===== config.mk =====
export PLATFORM = sky130hd
export DESIGN_NAME = tarf_framer
export DESIGN_NICKNAME = d
export VERILOG_FILES = /design/src/tarf_pkg.sv /design/src/tarf_fifo.sv /design/src/tarf_framer.sv
export SDC_FILE = /design/constraint.sdc
export NUM_CORES = 1
export LEC_CHECK = 0
export BUFFER_PORTS_ARGS = -buffer_cell sky130_fd_sc_hd__buf_2
export CAP_MARGIN = 15
export CELL_PAD_IN_SITES_DETAIL_PLACEMENT = 0
export CELL_PAD_IN_SITES_GLOBAL_PLACEMENT = 2
export CORE_ASPECT_RATIO = 2
export CORE_MARGIN = 3
export CORE_UTILIZATION = 47
export CTS_BUF_LIST = sky130_fd_sc_hd__clkbuf_4 sky130_fd_sc_hd__clkbuf_8
export CTS_CLUSTER_DIAMETER = 120
export DETAILED_ROUTE_END_ITERATION = 16
export PLACE_DENSITY_LB_ADDON = 0.1
export SYNTH_ARGS = -nofsm -noshare
export SYNTH_HDL_FRONTEND = slang
export SYNTH_SLANG_ARGS = --single-unit

===== constraint.sdc =====
create_clock -name core_clk -period 6.31 [get_ports core_clk]
set_input_delay 1.262 -clock core_clk [delete_from_list [all_inputs] [get_ports core_clk]]
set_output_delay 1.262 -clock core_clk [all_outputs]
set_load 0.1 [all_outputs]

===== src/tarf_pkg.sv =====
`default_nettype none
// Shared constants for the tag-access report framer
package tarf_pkg;

	// Register bus geometry
	localparam int ADDR_W = 5;
	localparam logic [4:0] OFS_CTRL = 5'h00; // Write bit0 = start, read bit0 = busy
	localparam logic [4:0] OFS_ACCESS = 5'h04; // Command, tag fault code, reader fault code
	localparam logic [4:0] OFS_FLAGS = 5'h08; // Module and tag error flags
	localparam logic [4:0] OFS_COUNT = 5'h0C; // Written-word tally and tag data length
	localparam logic [4:0] OFS_STATUS = 5'h10; // Busy, bad command, sequence, totals

	// Field positions inside the registers
	localparam int ACC_CMD_LSB = 0;
	localparam int ACC_TAG_LSB = 8;
	localparam int ACC_MOD_LSB = 16;
	localparam int FLG_MOD_BIT = 0;
	localparam int FLG_TAG_BIT = 1;
	localparam int CNT_WWC_LSB = 0;
	localparam int CNT_LEN_LSB = 16;
	localparam int LEN_W = 10;

	// Reset values and CRC polynomial
	localparam logic [7:0] CMD_RST = 8'hC2;
	localparam logic [15:0] CRC_INIT = 16'hFFFF;
	localparam logic [15:0] CRC_POLY = 16'h1021;

	// Packet constants; header signature value is arbitrary
	localparam logic [31:0] PKT_SIGNATURE = 32'h5446524D;
	localparam logic [7:0] RPT_VERSION = 8'h01;
	localparam logic [15:0] RPT_KIND_ACCESS = 16'h0006;

	// Byte positions inside one packet
	localparam logic [5:0] POS_RELNUM = 6'h04;
	localparam logic [5:0] POS_RELSEQ = 6'h05;
	localparam logic [5:0] POS_VER = 6'h06;
	localparam logic [5:0] POS_FLAGS = 6'h07;
	localparam logic [5:0] POS_KIND = 6'h08;
	localparam logic [5:0] POS_INFLEN = 6'h0A;
	localparam logic [5:0] POS_RSEQ = 6'h0C;
	localparam logic [5:0] POS_MS = 6'h0E;
	localparam logic [5:0] POS_CMD = 6'h12;
	localparam logic [5:0] POS_TAGERR = 6'h13;
	localparam logic [5:0] POS_MODERR = 6'h14;
	localparam logic [5:0] POS_WWC = 6'h16;
	localparam logic [5:0] POS_TAG_FIRST = 6'h1A;
	localparam logic [5:0] POS_TAG_LATER = 6'h0E;
	localparam logic [5:0] POS_TAG_END = 6'h3D;
	localparam logic [5:0] POS_CRC_HI = 6'h3E;
	localparam logic [5:0] POS_LAST = 6'h3F;
	localparam logic [10:0] CAP_FIRST = 11'h024;
	localparam logic [10:0] CAP_LATER = 11'h030;
	localparam logic [10:0] HW_LEN = 11'h00C;

	// Access command codes
	localparam logic [7:0] CMD_VEND0 = 8'h30;
	localparam logic [7:0] CMD_VEND1 = 8'h31;
	localparam logic [7:0] CMD_VEND2 = 8'h32;
	localparam logic [7:0] CMD_READ = 8'hC2;
	localparam logic [7:0] CMD_BLK_PERMALOCK = 8'hC9;
	localparam logic [7:0] CMD_UNTRACEABLE = 8'hE0;

	// Tag fault codes
	localparam logic [7:0] TAG_GENERAL = 8'h00;
	localparam logic [7:0] TAG_LOCKED = 8'h04;
	localparam logic [7:0] TAG_LOW_POWER = 8'h0B;
	localparam logic [7:0] TAG_NO_SPECIFIC = 8'h0F;

	// Reader fault codes
	localparam logic [15:0] MOD_NONE = 16'h0000;
	localparam logic [15:0] MOD_BAD_PASSWORD = 16'h0004;
	localparam logic [15:0] MOD_BAD_READ_COUNT = 16'h0008;
	localparam logic [15:0] MOD_LEN_MISMATCH = 16'h000A;
	localparam logic [15:0] MOD_FAILED = 16'hFFFF;

	// Millisecond timebase at 10 MHz
	localparam int MS_TIME_NS = 1000000;
	localparam int CLK_PERIOD_NS = 100;
	localparam int MS_TICKS_DEF = MS_TIME_NS / CLK_PERIOD_NS;

	// Tag data buffer
	localparam int FIFO_DEPTH = 16;

	typedef enum logic [2:0] {
		ST_IDLE = 3'b001,
		ST_SIZE = 3'b010,
		ST_EMIT = 3'b100
	} tarf_state_e;

endpackage : tarf_pkg
`default_nettype wire


===== src/tarf_fifo.sv =====
`timescale 1ns/1ps
`default_nettype none
// Small synchronous FIFO; both ready and valid come from flops
module tarf_fifo #(
	parameter int WIDTH = 8,
	parameter int DEPTH = 16
) (
	input wire logic core_clk,
	input wire logic arst_n,
	input wire logic [WIDTH-1:0] in_data,
	input wire logic in_valid,
	output logic in_ready,
	output logic [WIDTH-1:0] out_data,
	output logic out_valid,
	input wire logic out_ready
);
	localparam int PW = $clog2(DEPTH);

	logic [WIDTH-1:0] mem [DEPTH]; // Storage, no reset needed
	logic [PW-1:0] wr_ptr_reg;
	logic [PW-1:0] rd_ptr_reg;
	logic [PW:0] count_reg;
	logic [PW:0] count_next;
	logic ready_reg;
	logic push;
	logic pop;

	// Handshakes on each side
	assign push = in_valid & ready_reg;
	assign pop = out_ready & (count_reg != '0);
	assign count_next = count_reg + (PW+1)'(push) - (PW+1)'(pop);
	assign in_ready = ready_reg;
	assign out_valid = (count_reg != '0);
	assign out_data = mem[rd_ptr_reg];

	// Write side storage
	always_ff @(posedge core_clk) begin
		if (push) begin
			mem[wr_ptr_reg] <= in_data;
		end
	end

	// Pointers and occupancy; ready is registered so it has no combinational path from the reader
	always_ff @(posedge core_clk or negedge arst_n) begin
		if (!arst_n) begin
			wr_ptr_reg <= '0;
			rd_ptr_reg <= '0;
			count_reg <= '0;
			ready_reg <= 1'b0;
		end else begin
			wr_ptr_reg <= wr_ptr_reg + PW'(push);
			rd_ptr_reg <= rd_ptr_reg + PW'(pop);
			count_reg <= count_next;
			ready_reg <= (count_next != (PW+1)'(DEPTH));
		end
	end

endmodule : tarf_fifo
`default_nettype wire


===== src/tarf_framer.sv =====
`timescale 1ns/1ps
`default_nettype none
// How it works
// [RQ1] Command byte carries the access command code
// [RQ2] Tag fault code only when tag flag set
// [RQ3] Tag fault codes follow the fixed encoding
// [RQ4] Reader fault code only without tag flag
// [RQ5] Reader codes zero through four as listed
// [RQ6] Read count, retries, length, all-ones failure
// [RQ7] Tally field gives words written to tag
// [RQ8] Reserved bytes always sent as zero
// [RQ9] Tag data only when access had no error
// [RQ10] CRC-16 covers header through padding bytes
// [RQ11] Hardware data only in packet one
// [RQ12] Hardware data fills bytes fourteen to twenty-five
// [RQ13] First packet tag data bytes 26..61
// [RQ14] Later packets tag data bytes 14..61
// [RQ15] Padding only in last packet, flag-sized
// [RQ16] Every packet is sixty-four bytes long
// [RQ17] Flags top bits hold padding byte count
// [RQ18] Report kind field holds six
// [RQ19] Segment index rises one by one
module tarf_framer #(
	parameter int MS_TICKS = tarf_pkg::MS_TICKS_DEF
) (
	input wire logic core_clk,
	input wire logic arst_n,
	input wire logic [tarf_pkg::ADDR_W-1:0] reg_addr,
	input wire logic [31:0] reg_wdata,
	input wire logic reg_wr,
	input wire logic reg_rd,
	output logic [31:0] reg_rdata,
	input wire logic [7:0] tag_data,
	input wire logic tag_valid,
	output logic tag_ready,
	output logic [7:0] pkt_data,
	output logic pkt_valid,
	output logic pkt_last,
	input wire logic pkt_ready
);
	import tarf_pkg::*;

	// Configuration written by software, frozen while a report is sent
	logic [7:0] cmd_reg;
	logic [7:0] tag_code_reg;
	logic [15:0] mod_code_reg;
	logic mod_flag_reg;
	logic tag_flag_reg;
	logic [15:0] wwc_reg;
	logic [LEN_W-1:0] len_reg;
	// Sequencer state
	tarf_state_e state_reg;
	logic bad_cmd_reg; // Last start refused for an unknown command
	logic [5:0] idx_reg; // Byte position inside the current packet
	logic [7:0] seq_reg; // Segment index of the current packet
	logic [7:0] relnum_reg; // Total packets of this report
	logic [7:0] sent_reg; // Reports completed since reset
	logic [10:0] size_reg; // Bytes still to place while sizing
	logic [10:0] left_reg; // Tag plus padding bytes still to emit
	logic [15:0] rseq_reg; // Report sequence number
	logic [15:0] crc_reg;
	// Timebase
	logic [31:0] tick_reg;
	logic [31:0] ms_reg;
	logic [31:0] ms_snap_reg;
	// Output stage and read port
	logic [7:0] pkt_data_reg;
	logic pkt_valid_reg;
	logic pkt_last_reg;
	logic [31:0] rdata_reg;

	// Buffer outputs
	logic [7:0] fifo_data;
	logic fifo_valid;
	logic fifo_rd;

	// Bus decode
	wire idle = (state_reg == ST_IDLE);
	wire wr_ctrl = reg_wr & (reg_addr == OFS_CTRL);
	wire cfg_wr = reg_wr & idle; // Config is refused while busy so a report never tears
	wire start_req = wr_ctrl & reg_wdata[0] & idle;

	// Accepts only the documented access commands
	function automatic logic cmd_known(input logic [7:0] c);
		cmd_known = (c >= CMD_VEND0 && c <= CMD_VEND2) ||
			(c >= CMD_READ && c <= CMD_BLK_PERMALOCK) || (c == CMD_UNTRACEABLE); // [RQ1]
	endfunction : cmd_known

	// Tag fault codes outside the list map to the no-specific code
	function automatic logic [7:0] tag_code_fix(input logic [7:0] c);
		if (c <= TAG_LOCKED || c == TAG_LOW_POWER || c == TAG_NO_SPECIFIC) begin
			tag_code_fix = c; // [RQ3]
		end else begin
			tag_code_fix = TAG_NO_SPECIFIC;
		end
	endfunction : tag_code_fix

	// Reader fault codes outside the list map to generic failure
	function automatic logic [15:0] mod_code_fix(input logic [15:0] c);
		if (c <= MOD_BAD_PASSWORD) begin
			mod_code_fix = c; // [RQ5]
		end else if (c >= MOD_BAD_READ_COUNT && c <= MOD_LEN_MISMATCH) begin
			mod_code_fix = c; // [RQ6]
		end else begin
			mod_code_fix = MOD_FAILED; // [RQ6]
		end
	endfunction : mod_code_fix

	// One byte through the CRC-16 shift register, MSB first
	function automatic logic [15:0] crc16_byte(input logic [15:0] c, input logic [7:0] d);
		logic [15:0] r;
		r = c ^ {d, 8'h00};
		for (int i = 0; i < 8; i++) begin
			r = r[15] ? ((r << 1) ^ CRC_POLY) : (r << 1);
		end
		crc16_byte = r;
	endfunction : crc16_byte

	// Smaller of two byte counts
	function automatic logic [10:0] min11(input logic [10:0] a, input logic [10:0] b);
		min11 = (a < b) ? a : b;
	endfunction : min11

	// Codes and payload length as sent; an errored access carries no tag data
	wire any_err = mod_flag_reg | tag_flag_reg;
	wire [7:0] eff_tag_code = tag_flag_reg ? tag_code_fix(tag_code_reg) : TAG_GENERAL; // [RQ2]
	wire [15:0] eff_mod_code = (mod_flag_reg & ~tag_flag_reg) ?
		mod_code_fix(mod_code_reg) : MOD_NONE; // [RQ4]
	wire [10:0] eff_len = any_err ? 11'h000 : {1'b0, len_reg}; // [RQ9]
	wire [1:0] pad_cnt = 2'(3'h4 - {1'b0, eff_len[1:0]}); // [RQ17]
	wire [10:0] total = eff_len + {9'h000, pad_cnt};
	wire [7:0] flags_byte = {pad_cnt, 4'h0, tag_flag_reg, mod_flag_reg}; // [RQ17]

	// Packet geometry for the current segment
	wire first_pkt = (seq_reg == 8'h01);
	wire last_pkt = (seq_reg == relnum_reg);
	wire [5:0] tag_start = first_pkt ? POS_TAG_FIRST : POS_TAG_LATER; // [RQ13] [RQ14]
	wire in_region = (idx_reg >= tag_start) && (idx_reg <= POS_TAG_END);
	wire [10:0] pad_ext = {9'h000, pad_cnt};
	wire in_tag = in_region && (left_reg > pad_ext);
	wire [10:0] chunk = min11(left_reg, first_pkt ? CAP_FIRST : CAP_LATER);
	wire [10:0] info_bytes = chunk + (first_pkt ? HW_LEN : 11'h000);
	wire [15:0] inflen = {7'h00, info_bytes[10:2]};

	// Stepping: the output stage must be free and any tag byte present
	wire out_free = ~pkt_valid_reg | pkt_ready;
	wire step = (state_reg == ST_EMIT) & out_free & (~in_tag | fifo_valid);
	wire pkt_end = step & (idx_reg == POS_LAST); // [RQ16]
	assign fifo_rd = step & in_tag;

	// Value of the byte at the current position
	logic [7:0] byte_val;
	always_comb begin
		byte_val = 8'h00; // Reserved bytes and padding stay zero [RQ8] [RQ15]
		if (in_region) begin
			byte_val = in_tag ? fifo_data : 8'h00; // [RQ13] [RQ14]
		end else if (idx_reg == POS_CRC_HI) begin
			byte_val = crc_reg[15:8];
		end else if (idx_reg == POS_LAST) begin
			byte_val = crc_reg[7:0];
		end else begin
			case (idx_reg)
				6'h00: byte_val = PKT_SIGNATURE[31:24];
				6'h01: byte_val = PKT_SIGNATURE[23:16];
				6'h02: byte_val = PKT_SIGNATURE[15:8];
				6'h03: byte_val = PKT_SIGNATURE[7:0];
				POS_RELNUM: byte_val = relnum_reg;
				POS_RELSEQ: byte_val = seq_reg; // [RQ19]
				POS_VER: byte_val = RPT_VERSION;
				POS_FLAGS: byte_val = flags_byte;
				POS_KIND: byte_val = RPT_KIND_ACCESS[15:8]; // [RQ18]
				POS_KIND + 6'h01: byte_val = RPT_KIND_ACCESS[7:0]; // [RQ18]
				POS_INFLEN: byte_val = inflen[15:8];
				POS_INFLEN + 6'h01: byte_val = inflen[7:0];
				POS_RSEQ: byte_val = rseq_reg[15:8];
				POS_RSEQ + 6'h01: byte_val = rseq_reg[7:0];
				// Hardware data, reached only in packet one [RQ11] [RQ12]
				POS_MS: byte_val = ms_snap_reg[31:24];
				POS_MS + 6'h01: byte_val = ms_snap_reg[23:16];
				POS_MS + 6'h02: byte_val = ms_snap_reg[15:8];
				POS_MS + 6'h03: byte_val = ms_snap_reg[7:0];
				POS_CMD: byte_val = cmd_reg; // [RQ1]
				POS_TAGERR: byte_val = eff_tag_code; // [RQ2]
				POS_MODERR: byte_val = eff_mod_code[15:8]; // [RQ4]
				POS_MODERR + 6'h01: byte_val = eff_mod_code[7:0]; // [RQ4]
				POS_WWC: byte_val = wwc_reg[15:8]; // [RQ7]
				POS_WWC + 6'h01: byte_val = wwc_reg[7:0]; // [RQ7]
				default: byte_val = 8'h00; // Reserved word [RQ8]
			endcase
		end
	end

	// Register read mux; unmapped addresses read zero
	logic [31:0] rd_mux;
	always_comb begin
		case (reg_addr)
			OFS_CTRL: rd_mux = {31'h0, ~idle};
			OFS_ACCESS: rd_mux = {mod_code_reg, tag_code_reg, cmd_reg};
			OFS_FLAGS: rd_mux = {24'h0, flags_byte};
			OFS_COUNT: rd_mux = {6'h00, len_reg, wwc_reg};
			OFS_STATUS: rd_mux = {sent_reg, relnum_reg, seq_reg, 6'h00, bad_cmd_reg, ~idle};
			default: rd_mux = 32'h0000_0000;
		endcase
	end

	// Software-written configuration
	always_ff @(posedge core_clk or negedge arst_n) begin
		if (!arst_n) begin
			cmd_reg <= CMD_RST;
			tag_code_reg <= TAG_GENERAL;
			mod_code_reg <= MOD_NONE;
			mod_flag_reg <= 1'b0;
			tag_flag_reg <= 1'b0;
			wwc_reg <= 16'h0000;
			len_reg <= '0;
		end else if (cfg_wr) begin
			if (reg_addr == OFS_ACCESS) begin
				cmd_reg <= reg_wdata[ACC_CMD_LSB +: 8];
				tag_code_reg <= reg_wdata[ACC_TAG_LSB +: 8];
				mod_code_reg <= reg_wdata[ACC_MOD_LSB +: 16];
			end
			if (reg_addr == OFS_FLAGS) begin
				mod_flag_reg <= reg_wdata[FLG_MOD_BIT];
				tag_flag_reg <= reg_wdata[FLG_TAG_BIT];
			end
			if (reg_addr == OFS_COUNT) begin
				wwc_reg <= reg_wdata[CNT_WWC_LSB +: 16];
				len_reg <= reg_wdata[CNT_LEN_LSB +: LEN_W];
			end
		end
	end

	// Read data stands only in the cycle after the strobe
	always_ff @(posedge core_clk or negedge arst_n) begin
		if (!arst_n) begin
			rdata_reg <= 32'h0000_0000;
		end else begin
			rdata_reg <= reg_rd ? rd_mux : 32'h0000_0000;
		end
	end

	// Free-running millisecond counter, sampled at report start
	always_ff @(posedge core_clk or negedge arst_n) begin
		if (!arst_n) begin
			tick_reg <= 32'h0000_0000;
			ms_reg <= 32'h0000_0000;
		end else if (tick_reg == 32'(MS_TICKS - 1)) begin
			tick_reg <= 32'h0000_0000;
			ms_reg <= ms_reg + 32'h0000_0001;
		end else begin
			tick_reg <= tick_reg + 32'h0000_0001;
		end
	end

	// Report sequencer: size the report, then emit packets back to back
	always_ff @(posedge core_clk or negedge arst_n) begin
		if (!arst_n) begin
			state_reg <= ST_IDLE;
			bad_cmd_reg <= 1'b0;
			idx_reg <= 6'h00;
			seq_reg <= 8'h00;
			relnum_reg <= 8'h00;
			sent_reg <= 8'h00;
			size_reg <= 11'h000;
			left_reg <= 11'h000;
			rseq_reg <= 16'h0000;
			ms_snap_reg <= 32'h0000_0000;
		end else begin
			case (state_reg)
				ST_IDLE: begin
					if (start_req && !cmd_known(cmd_reg)) begin
						// Unknown command: refuse and flag it
						bad_cmd_reg <= 1'b1;
					end else if (start_req) begin
						bad_cmd_reg <= 1'b0;
						relnum_reg <= 8'h01;
						seq_reg <= 8'h01; // [RQ19]
						idx_reg <= 6'h00;
						left_reg <= total;
						size_reg <= (total > CAP_FIRST) ? (total - CAP_FIRST) : 11'h000; // [RQ13]
						rseq_reg <= rseq_reg + 16'h0001;
						ms_snap_reg <= ms_reg;
						state_reg <= ST_SIZE;
					end
				end
				ST_SIZE: begin
					// One later packet per cycle until all bytes are placed
					if (size_reg == 11'h000) begin
						state_reg <= ST_EMIT;
					end else begin
						relnum_reg <= relnum_reg + 8'h01;
						size_reg <= size_reg - min11(size_reg, CAP_LATER); // [RQ14]
					end
				end
				ST_EMIT: begin
					if (step) begin
						idx_reg <= idx_reg + 6'h01; // Wraps to zero after byte 63 [RQ16]
						if (in_region && left_reg != 11'h000) begin
							left_reg <= left_reg - 11'h001; // Padding follows the last tag byte [RQ15]
						end
					end
					if (pkt_end && last_pkt) begin
						sent_reg <= sent_reg + 8'h01;
						state_reg <= ST_IDLE;
					end else if (pkt_end) begin
						seq_reg <= seq_reg + 8'h01; // [RQ19]
					end
				end
				default: state_reg <= ST_IDLE;
			endcase
		end
	end

	// Running CRC, restarted at each packet boundary
	always_ff @(posedge core_clk or negedge arst_n) begin
		if (!arst_n) begin
			crc_reg <= CRC_INIT;
		end else if (idle || pkt_end) begin
			crc_reg <= CRC_INIT;
		end else if (step && idx_reg < POS_CRC_HI) begin
			crc_reg <= crc16_byte(crc_reg, byte_val); // [RQ10]
		end
	end

	// Output stage holds a byte until the sink takes it
	always_ff @(posedge core_clk or negedge arst_n) begin
		if (!arst_n) begin
			pkt_data_reg <= 8'h00;
			pkt_valid_reg <= 1'b0;
			pkt_last_reg <= 1'b0;
		end else if (step) begin
			pkt_data_reg <= byte_val;
			pkt_valid_reg <= 1'b1;
			pkt_last_reg <= (idx_reg == POS_LAST);
		end else if (pkt_ready) begin
			pkt_valid_reg <= 1'b0;
			pkt_last_reg <= 1'b0;
		end
	end

	assign pkt_data = pkt_data_reg;
	assign pkt_valid = pkt_valid_reg;
	assign pkt_last = pkt_last_reg;
	assign reg_rdata = rdata_reg;

	// Tag data buffer; a slow sink stalls the framer, which stalls the source
	tarf_fifo #(
		.WIDTH(8),
		.DEPTH(FIFO_DEPTH)
	) u_fifo (
		.core_clk(core_clk),
		.arst_n(arst_n),
		.in_data(tag_data),
		.in_valid(tag_valid),
		.in_ready(tag_ready),
		.out_data(fifo_data),
		.out_valid(fifo_valid),
		.out_ready(fifo_rd)
	);

endmodule : tarf_framer
`default_nettype wire


Yosys cells after proc, flatten, opt, wreduce, memory -nomap -nowiden
Memory sizes are Yosys's and may differ from the RTL's.
Index checks and enable logic that the tools add are counted.
{"block": "totals", "ff_bits": 300, "ram_bits": 128, "input_bits": 51, "output_inout_bits": 43, "mem_count": 1}
{"block": "classes", "addsub": 17, "order_cmp": 15, "n_eq_ne": 47, "mux": 62, "bitwise_logic": 28, "n_reduce_logical": 36}
{"name": "u_fifo.mem", "depth": 16, "width": 8, "read_ports": 1, "rd_clocked_by_memory_dff": 0, "wr": 1, "line_no": "tarf_fifo.sv:19", "rtl": "logic [WIDTH-1:0] mem [DEPTH];"}
{"operator": "$pmux 8 s23", "n": 1}
{"operator": "$pmux 32 s5", "n": 1}
{"operator": "$mux 11", "n": 10}
{"operator": "$mux 13", "n": 8}
{"operator": "$mux 8", "n": 11}
{"operator": "$mux 16", "n": 5}
{"operator": "$add 32x1->32 const B", "n": 2}
{"operator": "$mux 32", "n": 2}
{"operator": "$eq 6x5->1 const B", "n": 8}
{"operator": "$pmux 11 s2", "n": 2}
{"operator": "$eq 6x4->1 const B", "n": 7}
{"operator": "$eq 32x14->1 const B", "n": 1}
{"operator": "$pmux 8 s2", "n": 2}
{"operator": "$add 8x1->8 const B", "n": 3}
{"operator": "$eq 6x3->1 const B", "n": 4}
{"operator": "$not 3->3", "n": 8}
{"operator": "$mux 6", "n": 3}
{"operator": "$add 16x1->16 const B", "n": 1}
{"operator": "$eq 8x4->1 const B", "n": 2}
{"operator": "$ge 16x4->1 const B", "n": 1}
{"operator": "$le 16x3->1 const B", "n": 1}
{"operator": "$le 16x4->1 const B", "n": 1}
{"operator": "$xor 16x16->16", "n": 1}
{"operator": "$eq 6x2->1 const B", "n": 2}
{"operator": "other kinds (59)", "n": 118}

Longest topological paths before layout
{"block": "depth", "depth_word": 28, "depth_mapped": 24, "ltp_nobuf": 22}

Cells and area by module
From an unflattened synthesis, not the netlist that was laid out.
{"block": "hier_totals", "hier_cells": 1838, "hier_area_um2": 20831.2}
{"mod": "tarf_framer", "instances": 1, "cells_each": 1542, "area_each_um2": 15187.1, "seq_area_each_um2": 7181.9}
{"mod": "tarf_fifo", "instances": 1, "cells_each": 296, "area_each_um2": 5644.2, "seq_area_each_um2": 4194.0}

Worst setup path before layout
Ideal clock, no wire load.
{"block": "synth_path", "kind": "register to register", "start": "register mod_flag_reg", "end": "register u_fifo.ready_reg, in the netlist u_fifo.in_ready", "setup_ns": 0.125, "t_arrival_ns": 4.107, "required_ns": 6.185, "slack_ns": 2.078, "path_stages_with_launch": 25, "path_buffers": 2, "period_less_slack_ns": 4.232, "path_cell_list": "dfrtp_1 nor2_1 clkbuf_1 nand2_1 ha_1 inv_1 ha_1 nor2b_1 o21ai_0 and3_1 nor2_4 a211o_1 clkbuf_1 nor3_1 ha_1 inv_1 ha_1 inv_1 fa_1 inv_1 a21oi_1 nor2_1 nor2_1 xnor2_1 nand2_1"}
{"block": "synth_via", "elab_chain_len": 12}
{"item": "start: declaration", "line_no": "tarf_framer.sv:47", "rtl": "logic mod_flag_reg;"}
{"item": "start signal: assignment", "line_no": "tarf_framer.sv:223", "rtl": "mod_flag_reg <= reg_wdata[FLG_MOD_BIT];"}
{"item": "$or 1x1->1 (*)", "line_no": "tarf_framer.sv:125", "rtl": "wire any_err = mod_flag_reg | tag_flag_reg;"}
{"item": "$mux 10 (*)", "line_no": "tarf_framer.sv:129", "rtl": "wire [10:0] eff_len = any_err ? 11'h000 : {1'b0, len_reg};"}
{"item": "$sub 1x2->2 (*)", "line_no": "tarf_framer.sv:130", "rtl": "wire [1:0] pad_cnt = 2'(3'h4 - {1'b0, eff_len[1:0]});"}
{"item": "$gt 11x2->1 (*)", "line_no": "tarf_framer.sv:140", "rtl": "wire in_tag = in_region && (left_reg > pad_ext);"}
{"item": "$logic_and 1x1->1 (*)", "line_no": "tarf_framer.sv:140"}
{"item": "$not 1->1", "line_no": "tarf_framer.sv:147", "rtl": "wire step = (state_reg == ST_EMIT) & out_free & (~in_tag | fifo_valid);"}
{"item": "$or 1x1->1", "line_no": "tarf_framer.sv:147"}
{"item": "$and 1x1->1", "line_no": "tarf_framer.sv:147"}
{"item": "$and 1x1->1 (*)", "line_no": "tarf_framer.sv:149", "rtl": "assign fifo_rd = step & in_tag;"}
{"item": "$and 1x1->1 (*)", "line_no": "tarf_fifo.sv:30", "rtl": "assign pop = out_ready & (count_reg != '0);"}
{"item": "$sub 5x1->5 (*)", "line_no": "tarf_fifo.sv:31", "rtl": "assign count_next = count_reg + (PW+1)'(push) - (PW+1)'(pop);"}
{"item": "named net u_fifo.count_next[4]", "line_no": "tarf_fifo.sv:23", "rtl": "logic [PW:0] count_next;"}
{"item": "$ne 5x5->1 (*)", "line_no": "tarf_fifo.sv:54", "rtl": "ready_reg <= (count_next != (PW+1)'(DEPTH));"}
{"item": "end signal: assignment", "line_no": "tarf_fifo.sv:54"}
{"item": "end: declaration", "line_no": "tarf_fifo.sv:24", "rtl": "logic ready_reg;"}
The timed path passes the listed nets; every way through them passes the cells marked *.
A chain may end at the register's enable or synchronous reset.

Worst setup path after layout
{"block": "layout_path", "start": "register tag_flag_reg", "end": "register u_fifo.ready_reg, in the netlist u_fifo.in_ready"}
{"block": "layout_via", "elab_chain_len": 12}
{"item": "start: declaration", "line_no": "tarf_framer.sv:48", "rtl": "logic tag_flag_reg;"}
{"item": "start signal: assignment", "line_no": "tarf_framer.sv:224", "rtl": "tag_flag_reg <= reg_wdata[FLG_TAG_BIT];"}
{"item": "$or 1x1->1 (*)", "line_no": "tarf_framer.sv:125"}
{"item": "$mux 10 (*)", "line_no": "tarf_framer.sv:129"}
{"item": "$sub 1x2->2 (*)", "line_no": "tarf_framer.sv:130"}
{"item": "$gt 11x2->1 (*)", "line_no": "tarf_framer.sv:140"}
{"item": "$logic_and 1x1->1 (*)", "line_no": "tarf_framer.sv:140"}
{"item": "$not 1->1", "line_no": "tarf_framer.sv:147"}
{"item": "$or 1x1->1", "line_no": "tarf_framer.sv:147"}
{"item": "$and 1x1->1", "line_no": "tarf_framer.sv:147"}
{"item": "$and 1x1->1 (*)", "line_no": "tarf_framer.sv:149"}
{"item": "$and 1x1->1 (*)", "line_no": "tarf_fifo.sv:30"}
{"item": "$sub 5x1->5 (*)", "line_no": "tarf_fifo.sv:31"}
{"item": "named net u_fifo.count_next[2]", "line_no": "tarf_fifo.sv:23"}
{"item": "$ne 5x5->1 (*)", "line_no": "tarf_fifo.sv:54"}
Marks and branches as above.

==> impl_table.tex <==
\begin{tabular}{lr}
\hline
Metric & Value \\
\hline
\multicolumn{2}{l}{\textbf{CTS}} \\
Post-CTS Resized & 0 \\
Buffers inserted by post-CTS timing repair & 0 \\
CTS Sinks & between 400 and 500 \\
Clock latency of the later-clocked register in the worst-skew pair & between 0.6 and 0.7 ns \\
Maximum number of buffers from clock root to sink & 3 \\
Clk Tree Root Cell & clkbuf\_8 \\
Total CTS buffers & 61 \\
Clock slew at reported path FFs & about 0.080 ns \\
Clock H-tree levels & 2 \\
Quantity of hold-fixing buffers added after cts & 0 \\
Clock tree from TritonCTS & yes \\
\multicolumn{2}{l}{\textbf{Yosys}} \\
Leading cell types by count after synthesis & dfrtp\_1 (280), nand2\_1 (222), nor2\_1 (167) \\
Share of Yosys cell area claimed by the top area cell type & 0.340 \\
Count of yosys warnings during synthesis & 0 \\
Most area-hungry cell type in the Yosys netlist & dfrtp\_1 \\
Number of cells produced by synthesis & between 1,500 and 2,000 \\
Synthesized flop and latch total & 428 \\
Count of flip-flops with a built-in enable after synthesis & about 130 \\
Post-Syn Area per Cell & between 10 and 15 sq um \\
Share of synthesized flip-flops with an asynchronous set or reset & 0.701 \\
Post-synth net total & 1,899 \\
Number of unique standard cell types used by synthesis & slightly below 90 \\
Dominant synthesized flop cell & dfrtp\_1 \\
Cells taking the most area after synthesis & dfrtp\_1 (34\%), edfxtp\_1 (19\%), nand2\_1 (4.0\%) \\
Most numerous cell in the Yosys netlist & dfrtp\_1 \\
Netlist area before placement & between 20,000 and 25,000 sq um \\
Register area share after synthesis & 0.552 \\
\multicolumn{2}{l}{\textbf{STA}} \\
Endpoints failing setup & 0 \\
Hold Violations, Final & 0 \\
Fmax & slightly above 0.2 GHz \\
Final clock skew & a little under 0.03 ns \\
Minimum clock period & between 4 and 5 ns \\
Actual transition at the worst max-transition pin & approximately 1.1 ns \\
Number of max-slew violations in the final report & 0 \\
Slew margin rel. & 0.252 \\
Final critical-path share of the clock period & 0.773 \\
RSZ-0062 raised after global routing & no \\
Setup TNS & 0 ns \\
\multicolumn{2}{l}{\textbf{Worst hold path}} \\
Hold Path Cell Cnt & 2 \\
Type of the tightest min-delay check & reg -> reg \\
Worst Hold Launch & ms\_snap\_reg[13] \\
\multicolumn{2}{l}{\textbf{Worst setup path}} \\
Critical path's largest stage delay & between 0.4 and 0.5 ns \\
Cells along the critical path & nor2\_1, buf\_4, nand2\_1, ha\_1, inv\_1, ha\_1, nor2b\_1, o21ai\_0, and3\_1, nor2\_4, a211o\_1, nor3\_1, ha\_1, inv\_1, ha\_1, inv\_1, fa\_1, xnor2\_1, nor4\_1, nand2\_1 \\
Levels on crit path & 20 \\
Critical Path Sink Type & flop \\
Worst path bufs/invs & 4 \\
Cell with the largest stage delay on the worst path & nor3\_1 \\
Startpoint of the lowest-slack register-to-register path & tag\_flag\_reg \\
Worst Path Class, Setup & reg -> reg \\
Maximum fanout encountered on the critical timing path & 11 \\
Arrival time at the worst endpoint & $\sim$5.4 ns \\
Gate family responsible for the most delay along the worst path & simple AND/OR/NAND/NOR gates \\
Launching instance or port of the critical path & tag\_flag\_reg \\
Worst r2r path cells & 20 \\
Top cell by count, worst path & ha\_1 \\
Nature of the critical path startpoint & flop \\
Endpoint required time on the critical path & 6.83 ns \\
\multicolumn{2}{l}{\textbf{Die}} \\
DIE AREA & between 40,000 and 50,000 sq um \\
Number of top-level pins & between 90 and 100 \\
Starting utilization of the core area & 0.479 \\
Die height & around 300 microns \\
Count of standard-cell rows & between 100 and 150 \\
Die outline width & around 150 microns \\
Total core area & 43,000 sq um \\
\multicolumn{2}{l}{\textbf{Status}} \\
Status & finished clean \\
\multicolumn{2}{l}{\textbf{Run}} \\
Max-cap violations & 0 \\
\multicolumn{2}{l}{\textbf{Layout}} \\
Final cell count without fillers & approximately 2,500 \\
Fraction of final layout cells with drive strength greater than 1 & 0.199 \\
Area growth from synthesis to layout & 11.4\% \\
Largest Register & u\_fifo.mem \\
Number of flip-flops under the largest register name & between 100 and 150 \\
Layout Nets & 1,983 \\
Final-layout fill cell count & 3,811 \\
\multicolumn{2}{l}{\textbf{Place}} \\
DP Wirelength & 43,700 microns \\
Number of instances in the placed design & between 2,000 and 2,500 \\
IO Port Bufs & slightly above 90 \\
Routability congestion estimate from global placement & 0.985 \\
\multicolumn{2}{l}{\textbf{Route}} \\
DR vias/cell & 5.90 \\
Initial DRC count & 971 \\
Mean routed wirelength per cell & roughly 24 microns \\
Count of TritonRoute iterations in the first routing pass & 7 \\
DRC & 0 \\
Antenna-violating nets left & 0 \\
Overall via count from detail\_route & about 15,000 \\
Total length of routed wires & 59,000 microns \\
\multicolumn{2}{l}{\textbf{Global routing}} \\
First-pass GRT wire length & approximately 90,000 microns \\
Congestion Overflow GR & 0 \\
Largest net degree at the start of global routing & 157 \\
Number of global-route vias before repair & about 15,000 \\
Initial antenna violation count & 1 \\
GRT Overall Usage & 0.252 \\
\multicolumn{2}{l}{\textbf{Power}} \\
Pwr/cell area & $\sim$320 nW/um\^{}2 \\
Total leakage power & $\sim$9.7 nW \\
Worst vdd ir & about 0.24 mV \\
\hline
\end{tabular}
-- metal layers --
| layer | routed length, microns | up-vias | global-route usage | share of wire |
|---|---|---|---|---|
| met1 | 20300 | 7378 | 0.265 | 0.34 |
| met2 | 32300 | 408 | 0.473 | 0.55 |
| met3 | 2140 | 154 | 0.0286 | 0.036 |
| met4 | 4210 | 0 | 0.157 | 0.071 |
| met5 | 0 | - | 0 | 0 |
| li1 | - | 6763 | - | - |
-- worst paths after layout --
path	to	slack [ns]
worst min-delay path	ms_snap_reg[13]	0.47
worst max register to register	u_fifo.in_ready	1.43
min in group asynchronous	size_reg[1]	0.61
worst max-delay path	u_fifo.in_ready	1.43
max in group asynchronous	rseq_reg[15]	4.33
worst min register to register	ms_snap_reg[13]	0.47
-- layout by cell type (no fill, tap or decap), types with 63 or more instances in the layout --
master    netlist  final
edfxtp_1      128    128
dfrtp_1       280    279
nand2_1       222    222
mux2_2         64     64
o21ai_0        63     63
xnor2_1        84     84
buf_2          14     92
clkbuf_8        0     73
nor2_1        167    167
nand3_1        67     67
-- worst min-delay path: stages (launching register included) --
cell	delay [ns]
dfrtp_1	0.33
nand2_1	0.05
nand2_1	0.05
-- cell families (layout without fill, tap and decap cells) --
| logic type | count (synthesis) | count (layout) | share of synthesized area |
|---|---|---|---|
| and+or+nand+nor | 679 | 679 | 0.162 |
| buffers and inverters | 132 | 264 | 0.0282 |
| other | 1 | 2 | 0.000182 |
| muxes | 108 | 108 | 0.0788 |
| xor gates and xnor gates | 142 | 142 | 0.0618 |
| adders and majority gates | 34 | 34 | 0.0210 |
| DFF | 428 | 428 | 0.552 |
| AOI/OAI and AO/OA | 290 | 290 | 0.0963 |
-- stage by stage --
| stage | power (mW) | util | cell area, sq um | hold WS (ns) | setup WS (ns) |
|---|---|---|---|---|---|
| floorplan | 4.47 | - | 20600 | 0.437 | 2.08 |
| global placement | 4.99 | 0.501 | 21600 | 0.453 | 1.49 |
| detailed placement | 5.01 | 0.502 | 21600 | 0.456 | 1.39 |
| CTS | 7.46 | 0.534 | 22900 | 0.471 | 1.38 |
| global route | 7.74 | 0.534 | 22900 | 0.498 | 1.14 |
| finish | 7.39 | 0.534 | 22900 | 0.470 | 1.43 |
-- where the power goes --
| part | switching, mW | internal [mW] | total (mW) |
|---|---|---|---|
| Combinational | 1.05 | 0.578 | 1.63 |
| Sequential | 0.235 | 3.09 | 3.33 |
| Clock | 1.07 | 1.37 | 2.43 |
-- area by class of cell --
| type | instances | area, sq um | area share |
|---|---|---|---|
| flip-flops and latches | 428 | 11400 | 0.496 |
| diodes | 1 | 2.50 | 0.000109 |
| clock buffers | 92 | 1150 | 0.0500 |
| well taps | 545 | 682 | 0.0297 |
| repair buffers | 123 | 717 | 0.0312 |
| multi-input cells | 1254 | 8670 | 0.378 |
| clock inverters | 19 | 230 | 0.0100 |
| inverters | 30 | 113 | 0.00491 |
No activity file was read; power rests on OpenSTA's default activity.
